<file path="src/core/ccl_pkg.sv">
// Register map, field layout, reset values and mode table of the comparator control block
package ccl_pkg;

  // Register byte offsets
  localparam logic [7:0] CCL_ADDR_CTRL = 8'h19;
  localparam logic [7:0] CCL_ADDR_REF = 8'h99;
  localparam logic [7:0] CCL_ADDR_DIR = 8'h85;
  localparam logic [7:0] CCL_ADDR_PORT = 8'h1d;
  localparam logic [7:0] CCL_ADDR_STAT = 8'h1a;
  localparam logic [7:0] CCL_ADDR_CLR = 8'h1b;
  localparam logic [7:0] CCL_ADDR_IEN = 8'h1c;

  // comparator_control fields
  localparam int CCL_CTRL_RESULT = 6;
  localparam int CCL_CTRL_INV = 4;
  localparam int CCL_CTRL_SWITCH = 3;
  localparam int CCL_CTRL_MODE_LSB = 0;

  // reference_control fields
  localparam int CCL_REF_POWER = 7;
  localparam int CCL_REF_RANGE = 5;
  localparam int CCL_REF_CODE_LSB = 0;

  // Status / enable / clear layout
  localparam int CCL_IRQ_CHANGE = 0;

  // Reset values
  localparam logic [2:0] CCL_MODE_RESET = 3'h0;
  localparam logic [3:0] CCL_CODE_RESET = 4'h0;
  localparam logic [5:0] CCL_DIR_RESET = 6'h3f;
  localparam logic [7:0] CCL_DATA_ZERO = 8'h00;

  // Switched-input modes
  localparam logic [2:0] CCL_MODE_SWITCH_A = 3'h6;
  localparam logic [2:0] CCL_MODE_SWITCH_B = 3'h5;

  // Input source codes
  localparam logic [1:0] CCL_SRC_PIN_ONE = 2'h0;
  localparam logic [1:0] CCL_SRC_PIN_TWO = 2'h1;
  localparam logic [1:0] CCL_SRC_REF = 2'h2;
  localparam logic [1:0] CCL_SRC_NONE = 2'h3;

  // Mode table entry: [9:7] analog pin mask, [6] on, [5] pin out, [4] ref, [3:2] +src, [1:0] -src
  localparam int CCL_ENT_MASK_LSB = 7;
  localparam int CCL_ENT_ON = 6;
  localparam int CCL_ENT_OUT = 5;
  localparam int CCL_ENT_REF = 4;
  localparam int CCL_ENT_PLUS_LSB = 2;
  localparam int CCL_ENT_MINUS_LSB = 0;
  localparam logic [9:0] CCL_MODE_TABLE [8] = '{
    10'h38f, 10'h1e1, 10'h1c1, 10'h0f2, 10'h0d2, 10'h1f9, 10'h1d9, 10'h00f
  };

  // Reference level is expressed in 96ths of the supply (common multiple of 24 and 32)
  localparam logic [6:0] CCL_LEVEL_QUARTER = 7'h18;
  localparam int CCL_DIR_RESULT_PIN = 2;

endpackage

</file>
<file path="src/core/ccl_comparator_control.sv">
// Digital control of one analog comparator and its internal reference
`timescale 1ns/1ps
`default_nettype none

// What this block does
// - Result high when plus input exceeds minus
// - Inversion bit flips result before use
// - Result read at control bit six, unwritable
// - Switch bit picks minus source in 110/101
// - Three-bit mode field selects eight modes
// - Three modes drive result onto output pin
// - Direction bit low enables output pin driver
// - Analog pins read zero from port data
// - Reference: 32 settings, two ranges of 16
// - Range one: code over 24 of supply
// - Range zero: quarter plus code over 32
// - Reference connected in four modes only
// - Flag on change; control access ends mismatch
// - Reference enable bit powers reference circuit
// - Reset: mode 000, reference off
module ccl_comparator_control
  import ccl_pkg::*;
(
  input wire logic clk,
  input wire logic rst,
  input wire logic [7:0] addr,
  input wire logic [7:0] wdata,
  input wire logic wr,
  input wire logic rd,
  output logic [7:0] rdata,
  input wire logic compare_raw,
  input wire logic [5:0] pin_in,
  output logic comparator_on,
  output logic [1:0] plus_sel,
  output logic [1:0] minus_sel,
  output logic ref_connect,
  output logic reference_power_enable,
  output logic reference_range_select,
  output logic [3:0] reference_level_code,
  output logic [6:0] internal_reference_level,
  output logic [2:0] analog_pins,
  output logic result_output_pin,
  output logic result_output_pin_oe,
  output logic irq
);
  import ccl_pkg::*;

  ////////////////////////////////////////////////////////////////////////////
  // Register state
  logic inv_ff;
  logic nxt_inv;
  logic switch_ff;
  logic nxt_switch;
  logic [2:0] mode_ff;
  logic [2:0] nxt_mode;
  logic ref_power_ff;
  logic nxt_ref_power;
  logic ref_range_ff;
  logic nxt_ref_range;
  logic [3:0] ref_code_ff;
  logic [3:0] nxt_ref_code;
  logic [5:0] dir_ff;
  logic [5:0] nxt_dir;
  logic stat_ff;
  logic nxt_stat;
  logic ien_ff;
  logic nxt_ien;
  logic [7:0] rdata_ff;
  logic [7:0] nxt_rdata;

  // Comparator result and the copy held since the last control access
  logic result_ff;
  logic nxt_result;
  logic seen_ff;
  logic nxt_seen;

  // Registered outputs
  logic on_ff;
  logic nxt_on;
  logic [1:0] plus_ff;
  logic [1:0] nxt_plus;
  logic [1:0] minus_ff;
  logic [1:0] nxt_minus;
  logic ref_conn_ff;
  logic nxt_ref_conn;
  logic [6:0] level_ff;
  logic [6:0] nxt_level;
  logic [2:0] analog_ff;
  logic [2:0] nxt_analog;
  logic pin_ff;
  logic nxt_pin;
  logic pin_oe_ff;
  logic nxt_pin_oe;
  logic irq_ff;
  logic nxt_irq;

  ////////////////////////////////////////////////////////////////////////////
  // Mode decode
  logic [9:0] entry;
  logic ctrl_access;
  logic mismatch;
  logic [6:0] code_x3;

  always_comb begin
    entry = CCL_MODE_TABLE[mode_ff];
    ctrl_access = (rd || wr) && (addr == CCL_ADDR_CTRL);
    mismatch = result_ff != seen_ff;
    code_x3 = {2'b00, ref_code_ff, 1'b0} + {3'b000, ref_code_ff};
  end

  ////////////////////////////////////////////////////////////////////////////
  // Next-state logic
  always_comb begin
    nxt_inv = inv_ff;
    nxt_switch = switch_ff;
    nxt_mode = mode_ff;
    nxt_ref_power = ref_power_ff;
    nxt_ref_range = ref_range_ff;
    nxt_ref_code = ref_code_ff;
    nxt_dir = dir_ff;
    nxt_ien = ien_ff;
    nxt_rdata = CCL_DATA_ZERO;

    // Register writes; the result bit of the control register is not writable
    if (wr) begin
      case (addr)
        CCL_ADDR_CTRL: begin
          nxt_inv = wdata[CCL_CTRL_INV];
          nxt_switch = wdata[CCL_CTRL_SWITCH];
          nxt_mode = wdata[CCL_CTRL_MODE_LSB +: 3];
        end
        CCL_ADDR_REF: begin
          nxt_ref_power = wdata[CCL_REF_POWER];
          nxt_ref_range = wdata[CCL_REF_RANGE];
          nxt_ref_code = wdata[CCL_REF_CODE_LSB +: 4];
        end
        CCL_ADDR_DIR: begin
          nxt_dir = wdata[5:0];
        end
        CCL_ADDR_IEN: begin
          nxt_ien = wdata[CCL_IRQ_CHANGE];
        end
        default: begin
          nxt_dir = dir_ff;
        end
      endcase
    end

    // Read data, valid only in the cycle after the strobe
    if (rd) begin
      case (addr)
        CCL_ADDR_CTRL: begin
          nxt_rdata = CCL_DATA_ZERO;
          nxt_rdata[CCL_CTRL_RESULT] = result_ff;
          nxt_rdata[CCL_CTRL_INV] = inv_ff;
          nxt_rdata[CCL_CTRL_SWITCH] = switch_ff;
          nxt_rdata[CCL_CTRL_MODE_LSB +: 3] = mode_ff;
        end
        CCL_ADDR_REF: begin
          nxt_rdata = CCL_DATA_ZERO;
          nxt_rdata[CCL_REF_POWER] = ref_power_ff;
          nxt_rdata[CCL_REF_RANGE] = ref_range_ff;
          nxt_rdata[CCL_REF_CODE_LSB +: 4] = ref_code_ff;
        end
        CCL_ADDR_DIR: begin
          nxt_rdata = {2'b00, dir_ff};
        end
        CCL_ADDR_PORT: begin
          // Analog pins have no digital input path, so they read as zero
          nxt_rdata = {2'b00, pin_in & ~{3'b000, entry[CCL_ENT_MASK_LSB +: 3]}};
        end
        CCL_ADDR_STAT: begin
          nxt_rdata = {7'h00, stat_ff};
        end
        CCL_ADDR_IEN: begin
          nxt_rdata = {7'h00, ien_ff};
        end
        default: begin
          nxt_rdata = CCL_DATA_ZERO;
        end
      endcase
    end
  end

  ////////////////////////////////////////////////////////////////////////////
  // Comparator result, change flag and interrupt
  always_comb begin
    // Raw is high when plus exceeds minus; an idle comparator reports zero
    nxt_result = entry[CCL_ENT_ON] & (compare_raw ^ inv_ff);
    // Any control access re-arms the reference copy and ends the mismatch
    nxt_seen = ctrl_access ? result_ff : seen_ff;
    nxt_stat = stat_ff;
    if (wr && (addr == CCL_ADDR_CLR) && wdata[CCL_IRQ_CHANGE]) begin
      nxt_stat = 1'b0;
    end
    // A standing mismatch keeps setting the flag and beats a clear
    if (mismatch) begin
      nxt_stat = 1'b1;
    end
    // Masking the flag during a mode change is up to software
    nxt_irq = nxt_stat & nxt_ien;
  end

  ////////////////////////////////////////////////////////////////////////////
  // Pin routing and reference level
  always_comb begin
    nxt_on = entry[CCL_ENT_ON];
    nxt_plus = entry[CCL_ENT_PLUS_LSB +: 2];
    nxt_minus = entry[CCL_ENT_MINUS_LSB +: 2];
    if ((mode_ff == CCL_MODE_SWITCH_A) || (mode_ff == CCL_MODE_SWITCH_B)) begin
      nxt_minus = switch_ff ? CCL_SRC_PIN_ONE : CCL_SRC_PIN_TWO;
    end
    nxt_ref_conn = entry[CCL_ENT_REF];
    nxt_analog = entry[CCL_ENT_MASK_LSB +: 3];
    // Only one flop between comparator and pin; no clock-domain synchroniser
    nxt_pin = entry[CCL_ENT_OUT] & nxt_result;
    nxt_pin_oe = entry[CCL_ENT_OUT] & ~dir_ff[CCL_DIR_RESULT_PIN];
    // 16 codes in each of two ranges give 32 settings
    if (ref_range_ff) begin
      nxt_level = {1'b0, ref_code_ff, 2'b00};
    end else begin
      nxt_level = CCL_LEVEL_QUARTER + code_x3;
    end
  end

  ////////////////////////////////////////////////////////////////////////////
  // Registers
  always_ff @(posedge clk) begin
    if (rst) begin
      inv_ff <= 1'b0;
      switch_ff <= 1'b0;
      mode_ff <= CCL_MODE_RESET;
      ref_power_ff <= 1'b0;
      ref_range_ff <= 1'b0;
      ref_code_ff <= CCL_CODE_RESET;
      dir_ff <= CCL_DIR_RESET;
      stat_ff <= 1'b0;
      ien_ff <= 1'b0;
      rdata_ff <= CCL_DATA_ZERO;
      result_ff <= 1'b0;
      seen_ff <= 1'b0;
      on_ff <= 1'b0;
      plus_ff <= CCL_SRC_NONE;
      minus_ff <= CCL_SRC_NONE;
      ref_conn_ff <= 1'b0;
      level_ff <= CCL_LEVEL_QUARTER;
      analog_ff <= 3'h7;
      pin_ff <= 1'b0;
      pin_oe_ff <= 1'b0;
      irq_ff <= 1'b0;
    end else begin
      inv_ff <= nxt_inv;
      switch_ff <= nxt_switch;
      mode_ff <= nxt_mode;
      ref_power_ff <= nxt_ref_power;
      ref_range_ff <= nxt_ref_range;
      ref_code_ff <= nxt_ref_code;
      dir_ff <= nxt_dir;
      stat_ff <= nxt_stat;
      ien_ff <= nxt_ien;
      rdata_ff <= nxt_rdata;
      result_ff <= nxt_result;
      seen_ff <= nxt_seen;
      on_ff <= nxt_on;
      plus_ff <= nxt_plus;
      minus_ff <= nxt_minus;
      ref_conn_ff <= nxt_ref_conn;
      level_ff <= nxt_level;
      analog_ff <= nxt_analog;
      pin_ff <= nxt_pin;
      pin_oe_ff <= nxt_pin_oe;
      irq_ff <= nxt_irq;
    end
  end

  ////////////////////////////////////////////////////////////////////////////
  // Output wiring
  always_comb begin
    rdata = rdata_ff;
    comparator_on = on_ff;
    plus_sel = plus_ff;
    minus_sel = minus_ff;
    ref_connect = ref_conn_ff;
    reference_power_enable = ref_power_ff;
    reference_range_select = ref_range_ff;
    reference_level_code = ref_code_ff;
    internal_reference_level = level_ff;
    analog_pins = analog_ff;
    result_output_pin = pin_ff;
    result_output_pin_oe = pin_oe_ff;
    irq = irq_ff;
  end

endmodule

`default_nettype wire

</file>
<file path="config.mk">
export PLATFORM = sky130hd
export DESIGN_NAME = ccl_comparator_control
export DESIGN_NICKNAME = d
export VERILOG_FILES = /design/src/core/ccl_pkg.sv /design/src/core/ccl_comparator_control.sv
export SDC_FILE = /design/constraint.sdc
export NUM_CORES = 1
export LEC_CHECK = 0
export BUFFER_PORTS_ARGS = -buffer_cell sky130_fd_sc_hd__buf_2
export CORE_MARGIN = 10
export CORE_UTILIZATION = 55
export DETAILED_ROUTE_END_ITERATION = 6
export HOLD_SLACK_MARGIN = 0.12
export PLACE_DENSITY = 0.79
export SYNTH_ARGS = -nofsm -noshare
export SYNTH_HDL_FRONTEND = slang
export SYNTH_SLANG_ARGS = --single-unit
</file>
<file path="constraint.sdc">
create_clock -name clk -period 3.5 [get_ports clk]
set_input_delay 0.7 -clock clk [delete_from_list [all_inputs] [get_ports clk]]
set_output_delay 0.7 -clock clk [all_outputs]
set_load 0.005 [all_outputs]
</file>
# After elaboration in Yosys (flattened, before gate mapping)
# Memories as Yosys holds them, arrays and structs flattened.
# Index checks and enable logic that the tools add are counted.
dict set report totals {
  latch_bits 0
  regBits 48
  output_inout_bits 33
  n_memories 1
  mem_bits_ro 80
  ramBits 0
}
dict set report op_classes {
  div_mod_pow 0
  eq_ne 10
  order_cmp 1
  n_mul 0
  addsub 2
  shifts 0
  reduce_logical 10
  n_mux 10
  bitwise 10
}
# memory words width rd rd_clocked_by_memory_dff wr line
set mem_list {}
lappend mem_list {{(no name shown)} 8 10 1 0 0 ccl_comparator_control.sv:105} ;# entry = CCL_MODE_TABLE[mode_ff];
# op count
set ops {}
lappend ops {{one-hot mux 8 bit (6 select lines)} 1}
lappend ops {{equality test 8 x 5 -> 1 bit (second input constant)} 5}
lappend ops {{two-way mux 10 bit} 2}
lappend ops {{equality test 8 bit (second input constant)} 2}
lappend ops {{adder 5 x 6 -> 7 bit (first input constant)} 1}
lappend ops {{adder 5 x 4 -> 6 bit} 1}
lappend ops {{bitwise AND 6 bit} 1}
lappend ops {{equality test 3 bit (second input constant)} 2}
lappend ops {{two-way mux 6 bit} 1}
lappend ops {{inverter 3 -> 6 bit} 1}
lappend ops {{AND reduction 2 bit} 3}
lappend ops {{two-way mux 1 bit} 5}
lappend ops {{bitwise AND 1 bit} 4}
lappend ops {{>= comparator 4 bit (second input constant)} 1}
lappend ops {{inverter 3 -> 4 bit} 1}
lappend ops {{OR reduction 2 bit} 2}
lappend ops {{logical AND 1 bit} 3}
lappend ops {{logical OR 1 bit} 2}
lappend ops {{two-way mux 2 bit} 1}
lappend ops {{inverter 1 bit} 2}
lappend ops {{inequality test 1 bit} 1}
lappend ops {{XOR 1 bit} 1}

# Logic depth before layout (Yosys ltp)
# Gate-level depths: netlist of run 1.
dict set report depth {
  depth_word 7
  depth_mapped 7
  ltp_nobuf 7
}

# Least setup slack after synthesis of run 1
# Ideal clock, no wire load.
dict set report synth_timing {
  path_type {register to register}
  start {register ref_code_ff[2], in the netlist reference_level_code[2]}
  end {register level_ff[5], in the netlist internal_reference_level[5]}
  path_slack_ps 1520
  setup_ps 128
  stages_incl_launch_ff 8
  arrival_ps 1852
  required_ps 3372
  n_path_buf 0
  period_less_slack_ps 1980
  cell_sequence {dfxtp_1 -> ha_1 -> inv_1 -> fa_1 -> or3b_2 -> a21oi_1 -> xnor2_1 -> nor2_1}
}
dict set report synth_via {
  elab_chain_cells 3
}
# element line
set synth_lines {}
lappend synth_lines {{start, declared} ccl_comparator_control.sv:60} ;# logic [3:0] ref_code_ff;
lappend synth_lines {{start signal, assigned} ccl_comparator_control.sv:257} ;# ref_code_ff <= nxt_ref_code;
lappend synth_lines {{adder 5 x 4 -> 6 bit} ccl_comparator_control.sv:108} ;# code_x3 = {2'b00, ref_code_ff, 1'b0} + {3'b000, ref_code_ff};
lappend synth_lines {{adder 5 x 6 -> 7 bit} ccl_comparator_control.sv:222} ;# nxt_level = CCL_LEVEL_QUARTER + code_x3;
lappend synth_lines {{two-way mux 6 bit} ccl_comparator_control.sv:219} ;# if (ref_range_ff) begin
lappend synth_lines {{end signal, assigned} ccl_comparator_control.sv:268} ;# level_ff <= nxt_level;
lappend synth_lines {{end, declared} ccl_comparator_control.sv:86} ;# logic [6:0] level_ff;
# No other way between the ends.
# A chain may end at the register's enable or synchronous reset.

# Worst setup path in the final report of run 1
# Same ends and word-level chain as after synthesis.

==> results of run 1 <==
cell type report:
class,count,area share
clock buffers,5,0.0264
inverters,17,0.0245
multi-input cells,157,0.444
flip-flops and latches,48,0.369
well taps,50,0.0240
repair buffers,58,0.112
stage by stage:
step | hold WS (ns) | total power [mW] | cells | cell area [um^2]
finish | 0.481 | 0.899 | 335 | 2600
global route | 0.498 | 0.933 | 335 | 2600
CTS | 0.477 | 0.903 | 335 | 2600
detailed placement | 0.458 | 0.616 | 330 | 2530
global placement | 0.445 | 0.615 | 330 | 2530
floorplan | 0.428 | 0.592 | 236 | 2250
flip-flops by register name (all words and copies together) (netlist names):
| name | cells |
|---|---|
| mode_ff | 3 |
| ien_ff | 1 |
| minus_sel | 2 |
| analog_pins | 3 |
| result_output_pin_oe | 1 |
| reference_power_enable | 1 |
| rdata | 8 |
| seen_ff | 1 |
| result_output_pin | 1 |
| comparator_on | 1 |
| reference_range_select | 1 |
| result_ff | 1 |
| ref_connect | 1 |
| stat_ff | 1 |
| dir_ff | 6 |
| switch_ff | 1 |
| internal_reference_level | 7 |
| inv_ff | 1 |
| reference_level_code | 4 |
| irq | 1 |
| plus_sel | 2 |
cell families after synthesis:
family | count (synthesis)
buffers and inverters | 31
flip-flops | 48
adder cells (fa/ha/maj) | 12
AO/OA/AOI/OAI | 36
XOR/XNOR | 5
multiplexers | 19
AND/OR/NAND/NOR | 85
synth_stat cells, drive strengths merged, types with 5 or more instances:
| master | n | area share |
|---|---|---|
| dfxtp | 48 | 0.43 |
| nor2 | 31 | 0.052 |
| mux2i | 19 | 0.084 |
| inv | 17 | 0.028 |
| a21oi | 10 | 0.022 |
| ha | 10 | 0.056 |
| nand2b | 9 | 0.025 |
| buf | 8 | 0.022 |
| a211o | 6 | 0.023 |
| clkbuf | 6 | 0.011 |
| nand2 | 6 | 0.010 |
| nor2b | 6 | 0.017 |
| o21ai | 6 | 0.013 |
| nand4 | 5 | 0.017 |
routing by layer:
metal  wire length, um  share of wire  global-route usage  up-vias
li1                  -              -                   -      905
met5                 0              0                   0        -
met2              2330           0.44               0.224       62
met4                64          0.012              0.0472        0
met3               445          0.084              0.0576        7
met1              2490           0.47               0.188      855
power groups by stage:
stage	Sequential (mW)	Combinational [mW]	Clock (mW)
floorplan	0.559	0.0324	0
global placement	0.559	0.0557	0
detailed placement	0.559	0.0567	0
CTS	0.546	0.0572	0.300
global route	0.547	0.0631	0.323
finish	0.546	0.0575	0.295
how the worst min path moves through the flow:
stage	cells after the start	endpoint	slack (ns)	from
after floorplan	1	result_output_pin_oe$_SDFF_PP0_	0.43	dir_ff[2]$_SDFFE_PP1P_
after global placement	1	dir_ff[0]$_SDFFE_PP1P_	0.44	dir_ff[0]$_SDFFE_PP1P_
after detailed placement	1	dir_ff[0]$_SDFFE_PP1P_	0.46	dir_ff[0]$_SDFFE_PP1P_
after CTS	1	dir_ff[0]$_SDFFE_PP1P_	0.48	dir_ff[0]$_SDFFE_PP1P_
after global routing	1	dir_ff[0]$_SDFFE_PP1P_	0.50	dir_ff[0]$_SDFFE_PP1P_
final	1	dir_ff[0]$_SDFFE_PP1P_	0.48	dir_ff[0]$_SDFFE_PP1P_
cells in the final DEF (no fill, tap or decap), types with 2 or more instances in the layout:
| cell type | netlist | routed |
|---|---|---|
| buf_2 | 6 | 58 |
| dfxtp_1 | 48 | 48 |
| nor2_1 | 31 | 31 |
| mux2i_1 | 19 | 19 |
| inv_1 | 17 | 17 |
| a21oi_1 | 10 | 10 |
| ha_1 | 10 | 10 |
| nand2b_1 | 9 | 9 |
| nand2_1 | 6 | 6 |
| nor2b_1 | 6 | 6 |
| a211o_1 | 6 | 6 |
| o21ai_0 | 5 | 5 |
| clkbuf_8 | 0 | 5 |
| nand4_1 | 4 | 4 |
| and3_1 | 3 | 3 |
| xor2_1 | 3 | 3 |
| nor3_1 | 3 | 3 |
| nand3b_1 | 3 | 3 |
| a22o_1 | 3 | 3 |
| nand3_2 | 2 | 2 |
| xnor2_1 | 2 | 2 |
| nand3_1 | 2 | 2 |
| a22oi_1 | 2 | 2 |
| and2_1 | 2 | 2 |
| fa_1 | 2 | 2 |
==> results by group, run 1 <==
Synthesis
  • Main combinational cell family by area after synthesis: simple AND/OR/NAND/NOR gates
  • Average size of a mapped cell: 9.55 um^2
  • Flops & latches, synth: 48
  • Adder-cell share of the synthesized area: 0.0733
  • Synth cell types: 52
  • Post-synth EDFFs: 0
  • Post-Synth XOR/XNOR Area: 0.0194
  • Post-synthesis mux area share: 0.0844
  • Async SR Flop Fraction: 0
  • YS warnings: 0
  • Synth Area in Simple Gates: 0.223
  • Post-synthesis instance total: 236
  • Ys flop type: dfxtp_1
  • Compound-Gate Fraction of Synth Area: 0.113
  • Synth Cell Area: between 0.002 and 0.0025 mm^2
  • Register area share after synthesis: 0.426
  • Synth Net Count: 275

Setup path
  • RR Endpoint: internal_reference_level[5]$_SDFF_PP0_
  • CP max FO: 8
  • Worst path max stage delay: 0.49 ns
  • Kind of critical path: flip-flop to flip-flop
  • Register-to-register setup slack: 1.36 ns
  • CP max-delay cell: dfxtp_1
  • Worst Setup EP: internal_reference_level[5]$_SDFF_PP0_
  • Critical path, cell by cell: ha_1, inv_1, fa_1, or3b_2, a21oi_1, xnor2_1, nor2_1
  • WP data required: approximately 3.7 ns
  • Worst r2r src: reference_level_code[2]$_SDFFE_PP0P_
  • Startpoint Class: flip-flop
  • Worst path arrival time: roughly 2.3 ns
  • Cell family with most CP delay: adder cells
  • Crit. Startpoint: reference_level_code[2]$_SDFFE_PP0P_
  • Bufs and invs on worst path: 1
  • Critical Path End Type: flip-flop
  • Stages on the worst setup path: 7
  • R2r worst-path depth: 7

Power and ir drop
  • Int Power: around 700 uW
  • Sequential share of power: 0.608
  • Power per cell area: roughly 350 mW/mm^2
  • Switching share of power: 0.224
  • Leakage: around 1.2 nW
  • Combinational power share: 0.064
  • Clock Power Share: 0.328
  • VDD IR-drop max: 0.192 mV
  • Net Switching: 202 uW

Timing
  • Worst-margin pin slew: about 0.63 ns
  • Worst Setup Slack, final: approximately 1.4 ns
  • Final Skew: roughly 0.0033 ns
  • Final Critical Period: roughly 2.1 ns
  • Fmax: 0.467 GHz
  • Final TNS setup: 0 ns
  • Final setup violation count: 0
  • Slew Viols, Final: 0
  • Final Hold Fails: 0
  • RSZ-0062 raised after global routing: false
  • Final Cycle Share: 0.612
  • Worst slew margin: 0.577

Floorplan
  • Die Wd: 84.0 um
  • Boundary pin count: 60
  • Die area: a little over 0.007 mm^2
  • Core Region: 0.00397 mm^2
  • Starting Density: 0.567
  • Row cnt: 23
  • Die Y: between 80 and 90 um

Routing
  • DRT iter0 DRCs: between 100 and 150
  • Via count: approximately 1800
  • Avg WL per Cell: ~16 um
  • DRC: 0
  • Final ANT Viol Nets: 0
  • Initial DRT Pass Iterations: 4
  • Final wirelength: about 5.3 mm
  • Drt via density: between 5 and 6

Final layout
  • FF/Latch Area: about 960 um^2
  • # nets final: 326
  • Share of layout cells above drive strength 1: 0.249
  • Footprint of the multi-input gates: 0.00116 mm^2
  • P&R area growth vs syn: 15.5%
  • Core Util, Final: 0.655
  • Diodes inserted: 0
  • Fill cells: approximately 350

Place
  • Number of port buffers: 58
  • DP Worst Slack: approximately 1.3 ns
  • Gpl congestion: just under 0.8
  • DP HPWL: ~4.0 mm

Global route
  • Overflow after GRT: 0
  • Total track usage: 0.148
  • Initial antenna violation count: 0
  • Vias in the first global route: roughly 1800
  • Largest net degree at the start of global routing: 37
  • First-pass GRT wire length: between 8 and 9 mm

Clocking
  • Worst skew pair latency: about 0.30 ns
  • CTS Buf Count: 5
  • Post CTS Setup Buffer Count: 0
  • Hold Buf Count CTS: 0
  • CTS tree: yes
  • H-tree lvl count: 2
  • Post_cts resized: 0
  • Clock Tree Root: clkbuf_8
  • Clock sinks: between 40 and 50
  • Clock slew at reported path FFs: about 0.080 ns
  • Clock Tree Buf Depth: 2

Hold path
  • HP Class: flip-flop to flip-flop

Flow run
  • Max_cap viols: 0

Status
  • Status: finished, final reports clean
(Power assumes the default switching activity.)
==> run 2: changes to the inputs <==
CORE_UTILIZATION = 52   (was 55)
PLACE_DENSITY = 0.75   (was 0.79)
clock period = 2.16 ns   (was 3.5 ns; I/O delays follow)
==> run 2 against run 1 <==
- critical endpoint unchanged
- worst hold slack got worse by 0.10 ns
- non-clock buffer count increased by 5
- cell count increased by 2.4%
- via count increased by 1.1%
- clock skew increased by 0.0038 ns
- sequential cell count unchanged
==> results by group, run 2 (synthesis results as in run 1) <==
Setup path
  • RR Endpoint: internal_reference_level[5]$_SDFF_PP0_
  • Worst r2r src: reference_level_code[2]$_SDFFE_PP0P_
  • CP max-delay cell: or3b_2
  • Register-to-register setup slack: about 0.16 ns
  • WP data required: 2.33 ns
  • Kind of critical path: flip-flop to flip-flop
  • Worst path arrival time: between 2 and 2.5 ns
  • Worst path max stage delay: between 0.4 and 0.5 ns
  • Startpoint Class: flip-flop
  • CP max FO: 5
  • Critical path, cell by cell: ha_1, inv_1, fa_1, or3b_2, a21oi_1, xnor2_1, nor2_1
  • R2r worst-path depth: 7
  • Cell family with most CP delay: adder cells
  • Critical Path End Type: flip-flop
  • Bufs and invs on worst path: 1

Final layout
  • Footprint of the multi-input gates: approximately 0.0012 mm^2
  • Fill cells: 356
  • Most frequent cells in the layout: buf_2 (58), dfxtp_1 (47), nor2_1 (31), mux2i_1 (19), inv_1 (17)
  • P&R area growth vs syn: 18.2%
  • Most common cell after layout, fill and taps aside: buf_2
  • FF/Latch Area: just under 0.001 mm^2
  • # nets final: 331
  • Diodes inserted: 0
  • Share of layout cells above drive strength 1: 0.266
  • Max FFs per register: 8

Clocking
  • H-tree lvl count: 2
  • Post CTS Setup Buffer Count: 0
  • CTS Buf Count: 5
  • Clock slew at reported path FFs: around 0.09 ns
  • Clock sinks: 48
  • Hold Buf Count CTS: 0
  • Clock Tree Buf Depth: 2
  • Clock Tree Root: clkbuf_8
  • Worst skew pair latency: 0.30 ns
  • CTS tree: yes

Floorplan
  • Die Wd: 85.8 um
  • Core Region: 0.00409 mm^2
  • Row cnt: 23
  • Starting Density: 0.551
  • Die area: 0.00737 mm^2
  • Boundary pin count: 60
  • Die Y: 85.8 um

Global route
  • Initial antenna violation count: 0
  • First-pass GRT wire length: 8.85 mm
  • Vias in the first global route: around 1800
  • Total track usage: 0.146
  • Overflow after GRT: 0
  • Largest net degree at the start of global routing: 27

Timing
  • Final Cycle Share: 0.924
  • Worst slew margin: 0.673
  • Final TNS setup: 0 ns
  • Fmax: 0.501 GHz
  • Final setup violation count: 0
  • Worst-margin pin slew: 0.489 ns
  • Slew Viols, Final: 0
  • RSZ-0062 raised after global routing: false
  • Final Skew: around 0.0071 ns
  • Final Hold Fails: 0
  • Final Critical Period: roughly 2.0 ns

Routing
  • Initial DRT Pass Iterations: 4
  • DRT iter0 DRCs: 115
  • Avg WL per Cell: about 16 um
  • Final ANT Viol Nets: 0
  • DRC: 0
  • Final wirelength: 5.35 mm
  • Drt via density: approximately 5.4
  • Via count: roughly 1800

Power and ir drop
  • Design Power: 1.52 mW
  • VDD IR-drop max: 0.443 mV
  • Power per cell area: roughly 570 mW/mm^2
  • Leakage: 1.27 nW

Hold path
  • HP Class: primary input to flip-flop
  • Hold_sp: wdata[4]
  • Hold EP: inv_ff$_SDFFE_PP0P_
  • Worst Hold Depth: 3

Status
  • Status: finished, final reports clean

Flow run
  • Max_cap viols: 0

Place
  • Number of port buffers: 58
  • Gpl congestion: 0.823
  • DP HPWL: about 4.1 mm
-- run 2: changes by cell type in the layout (fill, tap and decap cells not counted), sizes merged --
cell,previous run,this run
clkbuf,5,8
buf,58,63
-- run 2: worst register-to-register path, stage by stage (launching register included) --
cell and delay (ns):
dfxtp_2 0.35, ha_1 0.18, inv_1 0.11, fa_1 0.41
or3b_2 0.44, a21oi_1 0.19, xnor2_1 0.14, nor2_1 0.07
-- run 2: layout make-up --
| cell class | instances | share of cell area |
|---|---|---|
| Tap cell | 50 | 0.0235 |
| Multi-Input combinational cell | 157 | 0.434 |
| Inverter | 17 | 0.0240 |
| Clock buffer | 8 | 0.0338 |
| Timing Repair Buffer | 63 | 0.123 |
| Sequential cell | 48 | 0.361 |
-- run 2: layer usage --
layer | part of all wire | GRT usage | routed length [um]
met1 | 0.44 | 0.188 | 2350
met2 | 0.44 | 0.217 | 2360
met3 | 0.11 | 0.0587 | 562
met4 | 0.013 | 0.0449 | 70
met5 | 0 | 0 | 0
-- run 2: worst max path at each step --
stage	from	end	depth (start not counted)
finish	reference_level_code[2]$_SDFFE_PP0P_	internal_reference_level[5]$_SDFF_PP0_	7
global route	reference_level_code[2]$_SDFFE_PP0P_	internal_reference_level[5]$_SDFF_PP0_	7
CTS	reference_level_code[2]$_SDFFE_PP0P_	internal_reference_level[5]$_SDFF_PP0_	7
detailed placement	reference_level_code[2]$_SDFFE_PP0P_	internal_reference_level[5]$_SDFF_PP0_	7
global placement	reference_level_code[2]$_SDFFE_PP0P_	internal_reference_level[5]$_SDFF_PP0_	7
floorplan	reference_level_code[2]$_SDFFE_PP0P_	internal_reference_level[5]$_SDFF_PP0_	7
-- run 2: per-stage QoR --
step	cells	utilization	cell area [um^2]	hold slack [ns]	worst slack, ns
CTS	343	0.651	2660	0.376	0.0990
finish	343	0.652	2660	0.381	0.165
global route	343	0.652	2660	0.388	0.0182
floorplan	236	-	2250	0.428	0.180
detailed placement	335	0.629	2570	0.457	0.119
global placement	335	0.629	2570	0.444	0.202
-- run 2: timing repair --
item / 4_1_cts / 5_1_grt
gates resized for setup: 0 / 1
endpoints found under the setup margin: 0 / 1
endpoints found under the hold margin: 0 / 0
-- run 2: power by group --
| part | leakage [nW] | switching, mW | total [mW] | internal (mW) |
|---|---|---|---|---|
| combinational | 0.841 | 0.0566 | 0.0965 | 0.0399 |
| clock | 0.0455 | 0.281 | 0.542 | 0.261 |
| sequential | 0.388 | 0.000722 | 0.885 | 0.885 |
==> run 3: changes to the inputs <==
GPL_TIMING_DRIVEN = 0   (was unset)
RECOVER_POWER = 100   (was unset)
==> run 3 against run 2 <==
- sequential cell count unchanged
- via count increased by 1.6%
- register-to-register slack got worse by 0.04 ns
- wire length increased by 4.6%
- clock power about the same
- largest cell class unchanged
- largest power group unchanged
==> results by group, run 3 (synthesis results as in run 1) <==
Final layout
  • Most common cell after layout, fill and taps aside: dfxtp_1
  • Diodes inserted: 0
  • Share of layout cells above drive strength 1: 0.164
  • Max FFs per register: 8
  • Most frequent cells in the layout: dfxtp_1 (46), clkbuf_1 (35), buf_2 (34), nor2_1 (31), mux2i_1 (19)
  • Fin cells: 349
  • Core Util, Final: 0.643
  • P&R area growth vs syn: 16.5%
  • # nets final: between 300 and 400

Setup path
  • Crit. Startpoint: reference_level_code[2]$_SDFFE_PP0P_
  • Worst r2r src: reference_level_code[2]$_SDFFE_PP0P_
  • Worst Setup EP: internal_reference_level[5]$_SDFF_PP0_
  • Kind of critical path: flip-flop to flip-flop
  • CP max FO: 8
  • Worst path arrival time: 2.21 ns
  • WP data required: 2.33 ns
  • Critical Path End Type: flip-flop
  • Register-to-register setup slack: around 0.12 ns
  • RR Endpoint: internal_reference_level[5]$_SDFF_PP0_
  • R2r worst-path depth: 7
  • Startpoint Class: flip-flop

Place
  • Gpl congestion: approximately 0.82
  • DP Worst Slack: approximately 0.032 ns
  • Number of port buffers: between 50 and 60
  • DP HPWL: about 4.2 mm
  • Placed insts: about 340

Timing
  • Final setup violation count: 0
  • Worst slew margin: 0.594
  • Fmax: a little under 0.5 GHz
  • Slew Viols, Final: 0
  • RSZ-0062 raised after global routing: false
  • Final Hold Fails: 0
  • Final Cycle Share: 0.944
  • Worst-margin pin slew: approximately 0.6 ns
  • Final Skew: ~0.0065 ns
  • Final TNS setup: 0 ns
  • Final Critical Period: 2.04 ns
  • Worst Setup Slack, final: approximately 0.12 ns

Routing
  • Initial DRT Pass Iterations: 4
  • Drt via density: about 5.4
  • DRC: 0
  • Final wirelength: 5.59 mm
  • DRT iter0 DRCs: approximately 110
  • Avg WL per Cell: roughly 16 um
  • Via count: between 1500 and 2000
  • Final ANT Viol Nets: 0

Clocking
  • Clock Tree Root: clkbuf_8
  • H-tree lvl count: 2
  • Clock Tree Buf Depth: 2
  • CTS Buf Count: 5
  • Clock sinks: 48
  • Worst skew pair latency: 0.30 ns
  • Clock slew at reported path FFs: 0.08 ns
  • CTS tree: yes

Global route
  • Initial antenna violation count: 0
  • Largest net degree at the start of global routing: 14
  • Vias in the first global route: roughly 1800
  • Total track usage: 0.150
  • Overflow after GRT: 0
  • First-pass GRT wire length: ~9 mm

Floorplan
  • Die area: ~0.0074 mm^2
  • Row cnt: 23
  • Core Region: 0.00409 mm^2
  • Starting Density: 0.551
  • Die Wd: about 86 um
  • Die Y: roughly 86 um
  • Boundary pin count: 60

Power and ir drop
  • VDD IR-drop max: ~0.35 mV
  • Power per cell area: slightly below 600 mW/mm^2
  • Leakage: 1.18 nW
  • Design Power: around 1.5 mW

Flow run
  • Max_cap viols: 0

Status
  • Status: finished, final reports clean

Hold path
  • Hold_sp: wdata[7]
  • HP Class: primary input to flip-flop
==> run 3: report_power, final <==
part           internal [mW]  total (mW)  switching [mW]  leakage, nW
Sequential             0.885       0.885        0.000666        0.388
Clock                  0.261       0.540           0.279       0.0455
Combinational         0.0398      0.0991          0.0593        0.742
Total                   1.19        1.52           0.339         1.18
==> run 3: timing repair <==
action | 4_1_cts | 5_1_grt
hold buffers | 0 | 0
gates resized for setup | 0 | 2
endpoints found under the setup margin | 0 | 1
buffers inserted | 0 | 0
==> run 3: worst max-delay path, stage by stage, from the launching register on <==
cell and delay (ns):
dfxtp_2 0.42, ha_1 0.18, inv_1 0.07, fa_1 0.42, or3b_2 0.44, a21oi_1 0.19
xnor2_1 0.14, nor2_1 0.05
==> run 3: final cells by class <==
class,instances,area [um^2]
Fill cell,367,1460
Multi-Input combinational cell,157,1140
Sequential cell,48,963
Timing Repair Buffer,55,244
Clock buffer,8,90.1
Inverter,17,63.8
Buffer,14,62.6
Tap cell,50,62.6
==> run 3: through the flow <==
step / hold WS [ns] / cell area (um^2)
finish: 0.374 / 2630
global route: 0.391 / 2630
CTS: 0.369 / 2680
detailed placement: 0.456 / 2590
global placement: 0.444 / 2590
floorplan: 0.428 / 2250
==> run 3: how the worst min path moves through the flow <==
stage                                               end  slack (ns)  cells after the start
finish              reference_power_enable$_SDFFE_PP0P_        0.37                      3
global route                        inv_ff$_SDFFE_PP0P_        0.39                      3
CTS                 reference_power_enable$_SDFFE_PP0P_        0.37                      3
detailed placement               dir_ff[3]$_SDFFE_PP1P_        0.46                      1
global placement                 dir_ff[1]$_SDFFE_PP1P_        0.44                      1
floorplan               result_output_pin_oe$_SDFF_PP0_        0.43                      1
==> run 3: per-layer routing <==
layer	up-vias	share of wire	global-route usage
li1	932	-	-
met1	875	0.45	0.192
met2	62	0.44	0.227
met3	9	0.086	0.0520
met4	0	0.016	0.0554
met5	-	0	0
